--- src/pcs_params.svh ---
// Operation
// - PC is 15 bits; low byte readable and writable, upper bits only via latch.
// - Every reset clears the whole program counter.
// - Writing PC low byte loads PC bits 14..8 from the latch together.
// - Adding working register to PC low byte never carries into upper bits.
// - Call loads low 11 bits from operand, bits 14..11 from latch 6..3.
// - Working-register call loads low byte from working, upper from latch.
// - Working branch loads PC with PC plus one plus unsigned working value.
// - Immediate branch loads PC with PC plus one plus signed 9-bit operand (bits 8..0).
// - Return stack holds 16 entries of 15 bits, apart from other memories.
// - Calls and vectoring push; the single return op pops.
// - Push and pop leave the high latch register unchanged.
// - With fault reset disabled, the stack wraps and overwrites oldest entries.
// - Overflow and underflow flags set on every fault, reset enabled or not.
// - With fault reset enabled, over or underflow resets and sets its flag.
// - Stack index register selects the entry shown in the top-of-stack pair.
// - Stack index is five bits wide to detect overflow and underflow.
// - Push increments index then writes; pop reads entry then decrements.
// - Empty index is 0x1F; first push gives 0x00, pop returns 0x1F.
`ifndef PCS_PARAMS_SVH
`define PCS_PARAMS_SVH
`define PCS_PC_W 15
`define PCS_IDX_W 5
`define PCS_DEPTH 16
`define PCS_SLOT_W 4
`define PCS_IDX_EMPTY 5'h1F
`define PCS_IDX_LAST 5'h0F
`define PCS_IDX_UNF_WRAP 5'h0E
`define PCS_PC_RESET 15'h0000
`define PCS_VECTOR 15'h0004
`define PCS_IDX_STACK_INDEX 16'h1FED
`define PCS_IDX_TOS_LOW 16'h1FEE
`define PCS_IDX_TOS_HIGH 16'h1FEF
`define PCS_IDX_PC_LOW 16'h1FF0
`define PCS_IDX_PC_LATCH 16'h1FF1
`define PCS_IDX_POWER 16'h1FF2
`define PCS_IDX_CONFIG 16'h1FF3
`define PCS_BIT_UNF 0
`define PCS_BIT_OVF 1
`define PCS_BIT_FAULT_EN 0
`endif

--- src/pcs_pkg.sv ---
package pcs_pkg;
  typedef enum logic [3:0] {
    PCS_OP_NONE,
    PCS_OP_STEP,
    PCS_OP_WRITE_LOW,
    PCS_OP_ADD_LOW,
    PCS_OP_CALL,
    PCS_OP_CALL_VIA_WORKING,
    PCS_OP_BRW,
    PCS_OP_BRA,
    PCS_OP_RET,
    PCS_OP_VECTOR
  } pcs_op_t;
endpackage : pcs_pkg

--- src/pcs_top.sv ---
// Chosen here: the Wishbone interface to the registers.
`timescale 1ns/1ps
`include "pcs_params.svh"
module pcs_top
  import pcs_pkg::*;
(
  input wire logic clk_i,
  input wire logic rst_i,
  input wire logic wb_cyc_i,
  input wire logic wb_stb_i,
  input wire logic wb_we_i,
  input wire logic [31:0] wb_adr_i,
  input wire logic [3:0] wb_sel_i,
  input wire logic [31:0] wb_dat_i,
  output logic [31:0] wb_dat_o,
  output logic wb_ack_o,
  input pcs_op_t op_kind_i,
  input wire logic [10:0] op_operand_i,
  input wire logic [7:0] op_wreg_i,
  input wire logic [7:0] op_result_i,
  output logic [`PCS_PC_W-1:0] pc_o,
  output logic [`PCS_IDX_W-1:0] stack_index_o,
  output logic fault_reset_o
);

  ////////////////////////////////////////////////////////////////////////////
  logic [`PCS_PC_W-1:0] pc_reg;
  logic [`PCS_PC_W-1:0] pc_next;
  logic [`PCS_PC_W-1:0] pc_inc;
  logic [6:0] latch_reg;
  logic [`PCS_IDX_W-1:0] idx_reg;
  logic [`PCS_IDX_W-1:0] idx_next;
  logic fault_en_reg;
  logic ovf_reg;
  logic unf_reg;
  logic fault_reg;
  logic [`PCS_PC_W-1:0] stack_mem [`PCS_DEPTH];
  logic [`PCS_PC_W-1:0] tos_rd;
  logic [`PCS_PC_W-1:0] push_val;
  logic [`PCS_SLOT_W-1:0] push_slot;
  logic do_push;
  logic do_pop;
  logic ovf_evt;
  logic unf_evt;
  logic op_live;
  logic wb_req;
  logic wb_wr;
  logic [15:0] wb_idx;
  logic wb_hit_high;
  logic [31:0] rd_data;

  ////////////////////////////////////////////////////////////////////////////
  // Ops are dropped while the fault reset pulse is out
  assign op_live = !fault_reg;
  assign pc_inc = pc_reg + `PCS_PC_W'(1);
  assign tos_rd = stack_mem[idx_reg[`PCS_SLOT_W-1:0]];

  assign do_push = op_live && (op_kind_i == PCS_OP_CALL || op_kind_i == PCS_OP_CALL_VIA_WORKING ||
    op_kind_i == PCS_OP_VECTOR);
  assign do_pop = op_live && op_kind_i == PCS_OP_RET;
  assign ovf_evt = do_push && idx_reg == `PCS_IDX_LAST;
  assign unf_evt = do_pop && idx_reg == `PCS_IDX_EMPTY;
  // Vectoring saves the interrupted address, calls save the next one
  assign push_val = (op_kind_i == PCS_OP_VECTOR) ? pc_reg : pc_inc;

  always_comb begin
    pc_next = pc_reg;
    unique case (op_kind_i)
      PCS_OP_NONE: pc_next = pc_reg;
      PCS_OP_STEP: pc_next = pc_inc;
      PCS_OP_WRITE_LOW: pc_next = {latch_reg, op_result_i};
      PCS_OP_ADD_LOW: pc_next = {latch_reg, 8'(pc_reg[7:0] + op_wreg_i)};
      PCS_OP_CALL: pc_next = {latch_reg[6:3], op_operand_i};
      PCS_OP_CALL_VIA_WORKING: pc_next = {latch_reg, op_wreg_i};
      PCS_OP_BRW: pc_next = `PCS_PC_W'(pc_inc + {7'h00, op_wreg_i});
      PCS_OP_BRA: begin
        pc_next = `PCS_PC_W'(pc_inc + {{6{op_operand_i[8]}}, op_operand_i[8:0]});
      end
      PCS_OP_RET: pc_next = tos_rd;
      PCS_OP_VECTOR: pc_next = `PCS_VECTOR;
      default: pc_next = pc_reg;
    endcase
  end

  always_comb begin
    idx_next = idx_reg;
    if (do_push) begin
      // Wrap keeps the index inside the sixteen live slots
      idx_next = ovf_evt ? 5'h00 : `PCS_IDX_W'(idx_reg + 5'h01);
    end else if (do_pop) begin
      if (unf_evt) begin
        idx_next = `PCS_IDX_UNF_WRAP;
      end else begin
        idx_next = `PCS_IDX_W'(idx_reg - 5'h01);
      end
    end
  end

  assign push_slot = idx_next[`PCS_SLOT_W-1:0];

  ////////////////////////////////////////////////////////////////////////////
  assign wb_req = wb_cyc_i && wb_stb_i && !wb_ack_o;
  assign wb_wr = wb_req && wb_we_i && wb_sel_i[0];
  assign wb_idx = wb_adr_i[17:2];
  assign wb_hit_high = wb_adr_i[31:18] == 14'h0000;

  ////////////////////////////////////////////////////////////////////////////
  // Fault reset: one-cycle pulse, then PC and index return to reset state
  always_ff @(posedge clk_i) begin
    if (rst_i) begin
      fault_reg <= 1'b0;
    end else begin
      fault_reg <= fault_en_reg && (ovf_evt || unf_evt);
    end
  end

  always_ff @(posedge clk_i) begin
    if (rst_i || fault_reg) begin
      pc_reg <= `PCS_PC_RESET;
    end else if (fault_en_reg && (ovf_evt || unf_evt)) begin
      pc_reg <= pc_reg;
    end else if (op_kind_i != PCS_OP_NONE) begin
      pc_reg <= pc_next;
    end else if (wb_wr && wb_hit_high && wb_idx == `PCS_IDX_PC_LOW) begin
      pc_reg <= {latch_reg, wb_dat_i[7:0]};
    end
  end

  always_ff @(posedge clk_i) begin
    if (rst_i || fault_reg) begin
      idx_reg <= `PCS_IDX_EMPTY;
    end else if (fault_en_reg && (ovf_evt || unf_evt)) begin
      idx_reg <= idx_reg;
    end else if (do_push || do_pop) begin
      idx_reg <= idx_next;
    end else if (wb_wr && wb_hit_high && wb_idx == `PCS_IDX_STACK_INDEX) begin
      // Interrupt vectoring also moves this index under software's feet
      idx_reg <= wb_dat_i[`PCS_IDX_W-1:0];
    end
  end

  // Latch is touched only by software, never by push or pop
  always_ff @(posedge clk_i) begin
    if (rst_i) begin
      latch_reg <= 7'h00;
    end else if (wb_wr && wb_hit_high && wb_idx == `PCS_IDX_PC_LATCH) begin
      latch_reg <= wb_dat_i[6:0];
    end
  end

  always_ff @(posedge clk_i) begin
    if (rst_i) begin
      fault_en_reg <= 1'b0;
    end else if (wb_wr && wb_hit_high && wb_idx == `PCS_IDX_CONFIG) begin
      fault_en_reg <= wb_dat_i[`PCS_BIT_FAULT_EN];
    end
  end

  // Sticky flags survive the fault reset; a new event beats a clear
  always_ff @(posedge clk_i) begin
    if (rst_i) begin
      ovf_reg <= 1'b0;
      unf_reg <= 1'b0;
    end else begin
      if (ovf_evt) begin
        ovf_reg <= 1'b1;
      end else if (wb_wr && wb_hit_high && wb_idx == `PCS_IDX_POWER &&
                   wb_dat_i[`PCS_BIT_OVF]) begin
        ovf_reg <= 1'b0;
      end
      if (unf_evt) begin
        unf_reg <= 1'b1;
      end else if (wb_wr && wb_hit_high && wb_idx == `PCS_IDX_POWER &&
                   wb_dat_i[`PCS_BIT_UNF]) begin
        unf_reg <= 1'b0;
      end
    end
  end

  ////////////////////////////////////////////////////////////////////////////
  // Stack slots live in their own flops, outside both memory spaces
  genvar gi;
  generate
    for (gi = 0; gi < `PCS_DEPTH; gi = gi + 1) begin : g_slot
      logic sw_sel;
      assign sw_sel = wb_wr && wb_hit_high && !do_push &&
        idx_reg[`PCS_SLOT_W-1:0] == `PCS_SLOT_W'(gi);
      always_ff @(posedge clk_i) begin
        if (rst_i) begin
          stack_mem[gi] <= `PCS_PC_RESET;
        end else if (do_push && !(fault_en_reg && ovf_evt) &&
                     push_slot == `PCS_SLOT_W'(gi)) begin
          stack_mem[gi] <= push_val;
        end else if (sw_sel && wb_idx == `PCS_IDX_TOS_LOW) begin
          stack_mem[gi] <= {stack_mem[gi][14:8], wb_dat_i[7:0]};
        end else if (sw_sel && wb_idx == `PCS_IDX_TOS_HIGH) begin
          stack_mem[gi] <= {wb_dat_i[6:0], stack_mem[gi][7:0]};
        end
      end
    end
  endgenerate

  ////////////////////////////////////////////////////////////////////////////
  always_comb begin
    rd_data = 32'h0000_0000;
    if (wb_hit_high) begin
      unique case (wb_idx)
        `PCS_IDX_STACK_INDEX: rd_data = {27'h000_0000, idx_reg};
        `PCS_IDX_TOS_LOW: rd_data = {24'h00_0000, tos_rd[7:0]};
        `PCS_IDX_TOS_HIGH: rd_data = {25'h000_0000, tos_rd[14:8]};
        `PCS_IDX_PC_LOW: rd_data = {24'h00_0000, pc_reg[7:0]};
        `PCS_IDX_PC_LATCH: rd_data = {25'h000_0000, latch_reg};
        `PCS_IDX_POWER: rd_data = {30'h0000_0000, ovf_reg, unf_reg};
        `PCS_IDX_CONFIG: rd_data = {31'h0000_0000, fault_en_reg};
        default: rd_data = 32'h0000_0000;
      endcase
    end
  end

  // Unmapped words ack with zero; writes there are ignored
  always_ff @(posedge clk_i) begin
    if (rst_i) begin
      wb_ack_o <= 1'b0;
      wb_dat_o <= 32'h0000_0000;
    end else begin
      wb_ack_o <= wb_req;
      if (wb_req && !wb_we_i) begin
        wb_dat_o <= rd_data;
      end
    end
  end

  assign pc_o = pc_reg;
  assign stack_index_o = idx_reg;
  assign fault_reset_o = fault_reg;
endmodule : pcs_top

--- config.mk ---
export PLATFORM = sky130hd
export DESIGN_NAME = pcs_top
export DESIGN_NICKNAME = d
export VERILOG_FILES = /design/src/pcs_pkg.sv /design/src/pcs_top.sv
export VERILOG_INCLUDE_DIRS = /design/src /design/src/src
export SDC_FILE = /design/constraint.sdc
export NUM_CORES = 1
export LEC_CHECK = 0
export BUFFER_PORTS_ARGS = -buffer_cell sky130_fd_sc_hd__buf_2
export CAP_MARGIN = 40
export CORE_MARGIN = 1.5
export CORE_UTILIZATION = 40
export DETAILED_ROUTE_END_ITERATION = 8
export MAX_ROUTING_LAYER = met4
export SLEW_MARGIN = 15
export SYNTH_ARGS = -nofsm -noshare
export SYNTH_HDL_FRONTEND = slang
export SYNTH_SLANG_ARGS = --single-unit
--- constraint.sdc ---
create_clock -name clk_i -period 4 [get_ports clk_i]
set_input_delay 0.6 -clock clk_i [delete_from_list [all_inputs] [get_ports clk_i]]
set_output_delay 0.6 -clock clk_i [all_outputs]
set_load 0.02 [all_outputs]
==> results of run 1 <==
worst reg2reg max path: stages (launching register included):
cell	delay, ns
dfxtp_1	0.64
ha_1	0.41
nand2_1	0.10
nor3_1	0.22
xor2_1	0.18
ha_1	0.28
a2111oi_0	0.56
nand2_1	0.09
o21ai_0	0.10
a31oi_1	0.08
xnor2_1	0.17
and3_1	0.20
a2111o_1	0.34
how the worst max path moves through the flow:
stage | end | cells after the start | slack, ns | startpoint
6_report | pc_o[14]$_SDFFE_PP0P_ | 12 | 0.53 | pc_o[1]$_SDFFE_PP0P_
5_1_grt | pc_o[14]$_SDFFE_PP0P_ | 13 | 0.28 | pc_o[2]$_SDFFE_PP0P_
4_1_cts | pc_o[14]$_SDFFE_PP0P_ | 13 | 0.57 | pc_o[2]$_SDFFE_PP0P_
3_5_place_dp | pc_o[14]$_SDFFE_PP0P_ | 14 | 0.19 | op_kind_i[3]
3_3_place_gp | pc_o[14]$_SDFFE_PP0P_ | 14 | 0.23 | op_kind_i[3]
2_1_floorplan | pc_o[14]$_SDFFE_PP0P_ | 14 | 0.16 | op_kind_i[1]
metal layers:
layer | routed length (um) | track usage (%) | vias up
li1 | - | - | 6376
met1 | 24810 | 38.52 | 7233
met2 | 27890 | 43.51 | 1008
met3 | 7081 | 5.851 | 159
met4 | 2498 | 10.84 | 0
met5 | 0 | - | -
cell families (layout without fill, tap and decap cells):
family | after synthesis | in the layout | share of synthesized area, %
adder cells (fa/ha/maj) | 30 | 30 | 2.285
AO/OA/AOI/OAI | 508 | 508 | 19.06
flip-flops | 284 | 284 | 47.34
other | 1 | 24 | 0.02195
multiplexers | 100 | 100 | 11.15
buffers and inverters | 161 | 287 | 4.811
AND/OR/NAND/NOR | 432 | 432 | 13.13
XOR/XNOR | 43 | 43 | 2.204
per-stage QoR:
step | hold slack (ns) | power [mW] | instances
2_1_floorplan | 0.4561 | 4.252 | 1582
3_3_place_gp | 0.5002 | 4.727 | 2186
3_5_place_dp | 0.4916 | 4.742 | 2186
4_1_cts | 0.4609 | 7.768 | 2247
5_1_grt | 0.4992 | 8.001 | 2247
6_report | 0.4581 | 7.783 | 2247
placed cells by master (no fill, tap or decap), types with 36 or more instances in the layout:
cell,count
a21oi_1,68
buf_2,104
buf_4,99
clkbuf_16,36
dfxtp_1,42
edfxtp_1,240
mux4_2,71
nand2_1,170
nor2_1,72
o21ai_0,83
o22ai_1,224
where the power goes:
group          switching, mW  internal (mW)
registers             0.0734           3.32
clock network           1.29           1.78
logic                  0.837          0.481
cell type report:
class	count	area (um^2)	area share, %
Sequential cell	284	8093	41.25
Clock inverter	21	177.7	0.9056
Clock buffer	40	917.1	4.675
Multi-Input combinational cell	1137	8277	42.19
Inverter	15	56.30	0.2870
Timing Repair Buffer	211	1424	7.258
Tap cell	539	674.4	3.438
==> results_dict.tcl, run 1 <==
set metrics [dict create \
    finalCritPeriodShare_pct 86.82 \
    syn_to_final_growth_pct 14.83 \
    cts_sinks 284 \
    ctsResizeCount 0 \
    nets 1817 \
    ant_nets 0 \
    synth_area_leaders "edfxtp_1 42%, mux4_2 9.4%, o22ai_1 8.2%" \
    yosysSeqAreaShare_pct 47.34 \
    die_w_um 209.7 \
    cp_slowest_cell "dfxtp_1" \
    yosys_register_bits 284 \
    hpwl_um 43090 \
    cts_buffers 34 \
    yosysTopAreaCellShare_pct 42.18 \
    rows 75 \
    start_util_pct 40.64 \
    largest_register_ffs 240 \
    rsz0062_at_grt "false" \
    hold_buffers 0 \
    netlist_area_mm2 0.01709 \
    synth_ff_type "edfxtp_1" \
    dpl_cell_area_mm2 0.01852 \
    yosysWarnings 0 \
    tightest_slew_ns 0.8991 \
    post-place-ws_ns 0.1943 \
    ys_types 95 \
    worstSetupEndpointType "flip-flop" \
    drive_above_1_share_pct 23.48 \
    nFillCells 3836 \
    clock_path_buffers 3 \
    leakage_nw 6.845 \
    drt-initial-drc-count 2039 \
    final.setup.worst_slack_ns 0.5273 \
    clk_pin_slew_worst_paths_ns 0.06 \
    wire_per_inst_um 27.72 \
    worstPathRequired_ns 4.39 \
    ios 158 \
    vias 14780 \
    grt_start_max_net_pins 61 \
    p_per_area_mw_per_mm2 396.7 \
    antenna_found_initial 0 \
    rr_startpoint "pc_o[1]$_SDFFE_PP0P_" \
    drc 0 \
    synth-edff-count 240 \
    avgSynthCellArea_um2 10.96 \
    cts_post_setup_buffers_inserted 0 \
    worstRegToRegCells 12 \
    h-tree-depth 2 \
    crit_chain "ha_1 -> nand2_1 -> nor3_1 -> xor2_1 -> ha_1 -> a2111oi_0 -> nand2_1 -> o21ai_0 -> a31oi_1 -> xnor2_1 -> and3_1 -> a2111o_1" \
    run_status "complete, no violations" \
    grt_usage_pct 28.86 \
    grt_pass1_wl_um 91480 \
    startpoint_type "flip-flop" \
    drtPass1Iterations 5 \
    fin_tns_setup_ns 0 \
    rrSetupSlack_ns 0.53 \
    arrival_ns 3.87 \
    n_antenna_cell 0 \
    die_area_mm2 0.04396 \
    tritoncts "yes" \
    final_util_pct 46.67 \
    cts_root_buffer "clkbuf_16" \
    die_h_um 209.7 \
    worstHoldStart "wb_stb_i" \
    slew_headroom_pct 39.60 \
    setup_violations 0 \
    r2r-end "pc_o[14]$_SDFFE_PP0P_" \
    path_class "flip-flop to flip-flop" \
    coreArea_mm2 0.04204 \
    port_buffers 104 \
    irDropWorstVdd_uv 233.9 \
    cpPeakStageDelay_ns 0.64 \
    final_area_mm2 0.01962 \
    clk_latency_ns 0.53 \
    fin_crit_ns 3.473 \
    hp-class "input port to flip-flop" \
    synth.most_common_cell "edfxtp_1" \
    finClkSkew_ns 0.01827 \
    avgViaCountPerCell 6.576 \
    top_register "stack_mem" \
    drv_slew 0 \
    cap_violations 0 \
    synthArstFlopShare_pct 0 \
    fmax_ghz 0.2880 \
    min_to "wb_ack_o$_SDFF_PP0_" \
    gp_congestion 0.9527 \
    critical-path-top-delay-family "compound AO/OA/AOI/OAI gates" \
    synthTopCellsByCount "240 x edfxtp_1, 224 x o22ai_1, 170 x nand2_1" \
    overflow 0 \
    critPathMaxFanout 8 \
    wirelength_um 62280 \
    postSynthCellCount 1559 \
    timing_hold_violations_final 0 \
    synth.largest_area_cell "edfxtp_1" \
    grt_pass1_vias 14150 \
    path_buf_inv 0 \
    hold_depth 3 \
]
(Power assumes the default switching activity.)
==> inputs of run 2 (changes only) <==
ABC_AREA = 1   (was unset)
CAP_MARGIN = 20   (was 40)
==> results_dict.tcl, run 2 <==
set metrics [dict create \
    run_status "complete, no violations" \
    cp-startpoint "pc_o[3]$_SDFFE_PP0P_" \
    yosysSeqAreaShare_pct 42.99 \
    gp_congestion 0.9510 \
    yosysTopAreaCellShare_pct 38.31 \
    grt_start_max_net_pins 116 \
    grt_pass1_wl_um 110500 \
    path_class "flip-flop to flip-flop" \
    port_buffers 104 \
    wire_per_inst_um 23.25 \
    irDropWorstVdd_uv 244.4 \
    syn_to_final_growth_pct 12.87 \
    overflow 0 \
    cts_buffers 35 \
    ios 158 \
    arrival_ns 3.77 \
    final_area_mm2 0.02123 \
    largest_register_ffs 240 \
    setup_violations 0 \
    dpl_cell_area_mm2 0.02006 \
    drt-initial-drc-count 2543 \
    drv_slew 0 \
    ys_types 53 \
    crit_chain "inv_1 -> nor2_1 -> nand2_1 -> inv_1 -> nand3b_1 -> nor2_1 -> xor2_1 -> inv_1 -> ha_1 -> inv_1 -> nor3_1 -> inv_1 -> nor2_1 -> nand2_1 -> nand2_1 -> nand2_1 -> nand3_1 -> nand3_1 -> nand2_1 -> nand2_1 -> nand2_1 -> a21oi_1" \
    nets 2752 \
    die_h_um 219.9 \
    finalCritPeriodShare_pct 84.02 \
    start_util_pct 40.49 \
    hpwl_um 51740 \
    avgViaCountPerCell 5.942 \
    tritoncts "yes" \
    clk_pin_slew_worst_paths_ns 0.06 \
    cts_post_setup_buffers_inserted 0 \
    slew_headroom_pct 28.16 \
    rr_startpoint "pc_o[3]$_SDFFE_PP0P_" \
    cts_sinks 284 \
    rsz0062_at_grt "false" \
    final_util_pct 45.70 \
    cpPeakStageDelay_ns 0.45 \
    mostFrequentLayoutCell "nand2_1" \
    synth_area_leaders "edfxtp_1 38%, nand2_1 14%, nand3_1 6.5%" \
    synthTopCellsByCount "704 x nand2_1, 319 x nor2_1, 245 x nand3_1" \
    final.setup.worst_slack_ns 0.6392 \
    antenna_found_initial 2 \
    hold_buffers 0 \
    synth.most_common_cell "nand2_1" \
    fin_tns_setup_ns 0 \
    drc 0 \
    post-place-ws_ns 0.4102 \
    avgSynthCellArea_um2 7.397 \
    vias 19320 \
    worstHoldStart "wb_cyc_i" \
    h-tree-depth 2 \
    cts_root_buffer "clkbuf_16" \
    top_register "stack_mem" \
    worstPathRequired_ns 4.41 \
    synth_ff_type "edfxtp_1" \
    rows 79 \
    hp-class "input port to flip-flop" \
    cp_slowest_cell "dfxtp_1" \
    grt_pass1_vias 17670 \
    synth.largest_area_cell "edfxtp_1" \
    die_w_um 219.9 \
    place_inst 3187 \
    postSynthCellCount 2543 \
    p_per_area_mw_per_mm2 387.1 \
    wirelength_um 75570 \
    netlist_area_mm2 0.01881 \
    clk_latency_ns 0.56 \
    synthArstFlopShare_pct 0 \
    cap_violations 0 \
    fmax_ghz 0.2975 \
    tightest_slew_ns 1.076 \
    ctsResizeCount 0 \
    grt_usage_pct 31.83 \
    finClkSkew_ns 0.01829 \
    mostFrequentLayoutCells "704 x nand2_1, 319 x nor2_1, 245 x nand3_1" \
    leakage_nw 9.105 \
    yosys_register_bits 284 \
    startpoint_type "flip-flop" \
    fin_cells 3251 \
    coreArea_mm2 0.04646 \
    critPathMaxFanout 6 \
    timing_hold_violations_final 0 \
    drtPass1Iterations 6 \
    clock_path_buffers 3 \
    synth-edff-count 240 \
    drive_above_1_share_pct 12.33 \
    fin_crit_ns 3.361 \
    ant_nets 0 \
    worstSetupEndpointType "flip-flop" \
    cp_common_cell "nand2_1" \
    die_area_mm2 0.04834 \
    yosysWarnings 0 \
]
-- run 2: cell types whose count changed after synthesis, sizes merged, moves of 71 or more --
cell,delta
nand4,+91
mux4,-71
o22ai,-215
nor2,+273
o21ai,+175
nand3,+208
inv,+143
nand2,+539
-- run 2: cell type report --
| class | instances | area [um^2] |
|---|---|---|
| antenna | 1 | 2.502 |
| tap | 607 | 759.5 |
| sequential | 284 | 8093 |
| clock inverter | 12 | 142.6 |
| timing repair buffer | 187 | 1199 |
| multi-input combinational | 1949 | 9422 |
| inverter | 161 | 610.6 |
| clock buffer | 50 | 1005 |
| fill | 4767 | 25220 |
-- run 2: stage by stage --
| step | hold slack [ns] | power, mW |
|---|---|---|
| 3_5_place_dp | 0.4566 | 4.945 |
| 6_report | 0.3094 | 8.219 |
| 3_3_place_gp | 0.4544 | 4.930 |
| 2_1_floorplan | 0.4393 | 4.334 |
| 5_1_grt | 0.3187 | 8.429 |
| 4_1_cts | 0.3029 | 8.168 |
-- run 2: critical path: cells and delay by family, from the launching register on --
family,cells,cell delay (ns)
flip-flops,1,0.45
adder cells (fa/ha/maj),1,0.38
buffers and inverters,5,0.46
AND/OR/NAND/NOR,14,1.54
XOR/XNOR,1,0.30
AO/OA/AOI/OAI,1,0.06
-- run 2: per-layer routing --
layer	vias up	part of all wire, %	GRT usage (%)
li1	8746	-	-
met1	9058	39	42.08
met2	1288	44	46.82
met3	227	12	6.473
met4	0	4.8	14.56
met5	-	0	-
-- run 2: path summary, 6_finish.rpt --
check / cells past startpoint / slack, ns / endpoint
hold reg to reg: 2 / 0.47 / wb_dat_o[0]$_SDFFE_PP0P_
hold / removal: 3 / 0.31 / wb_ack_o$_SDFF_PP0_
setup / recovery: 22 / 0.64 / pc_o[13]$_SDFFE_PP0P_
setup reg to reg: 22 / 0.64 / pc_o[13]$_SDFFE_PP0P_
-- run 2: cells by family after synthesis --
group                      count (synthesis)  synth area share (%)
DFF                                      284                 42.99
AOI/OAI and AO/OA                        412                 12.14
xor gates and xnor gates                  12                0.5587
adders and majority gates                 30                 2.075
other                                      1               0.01993
muxes                                      6                0.3591
buffers and inverters                    333                 7.456
and+or+nand+nor                         1465                 34.39
-- run 2: power by group --
group / switching [mW] / internal (mW)
logic: 1.16 / 0.395
clock network: 1.33 / 1.94
registers: 0.0667 / 3.32
total: 2.56 / 5.66
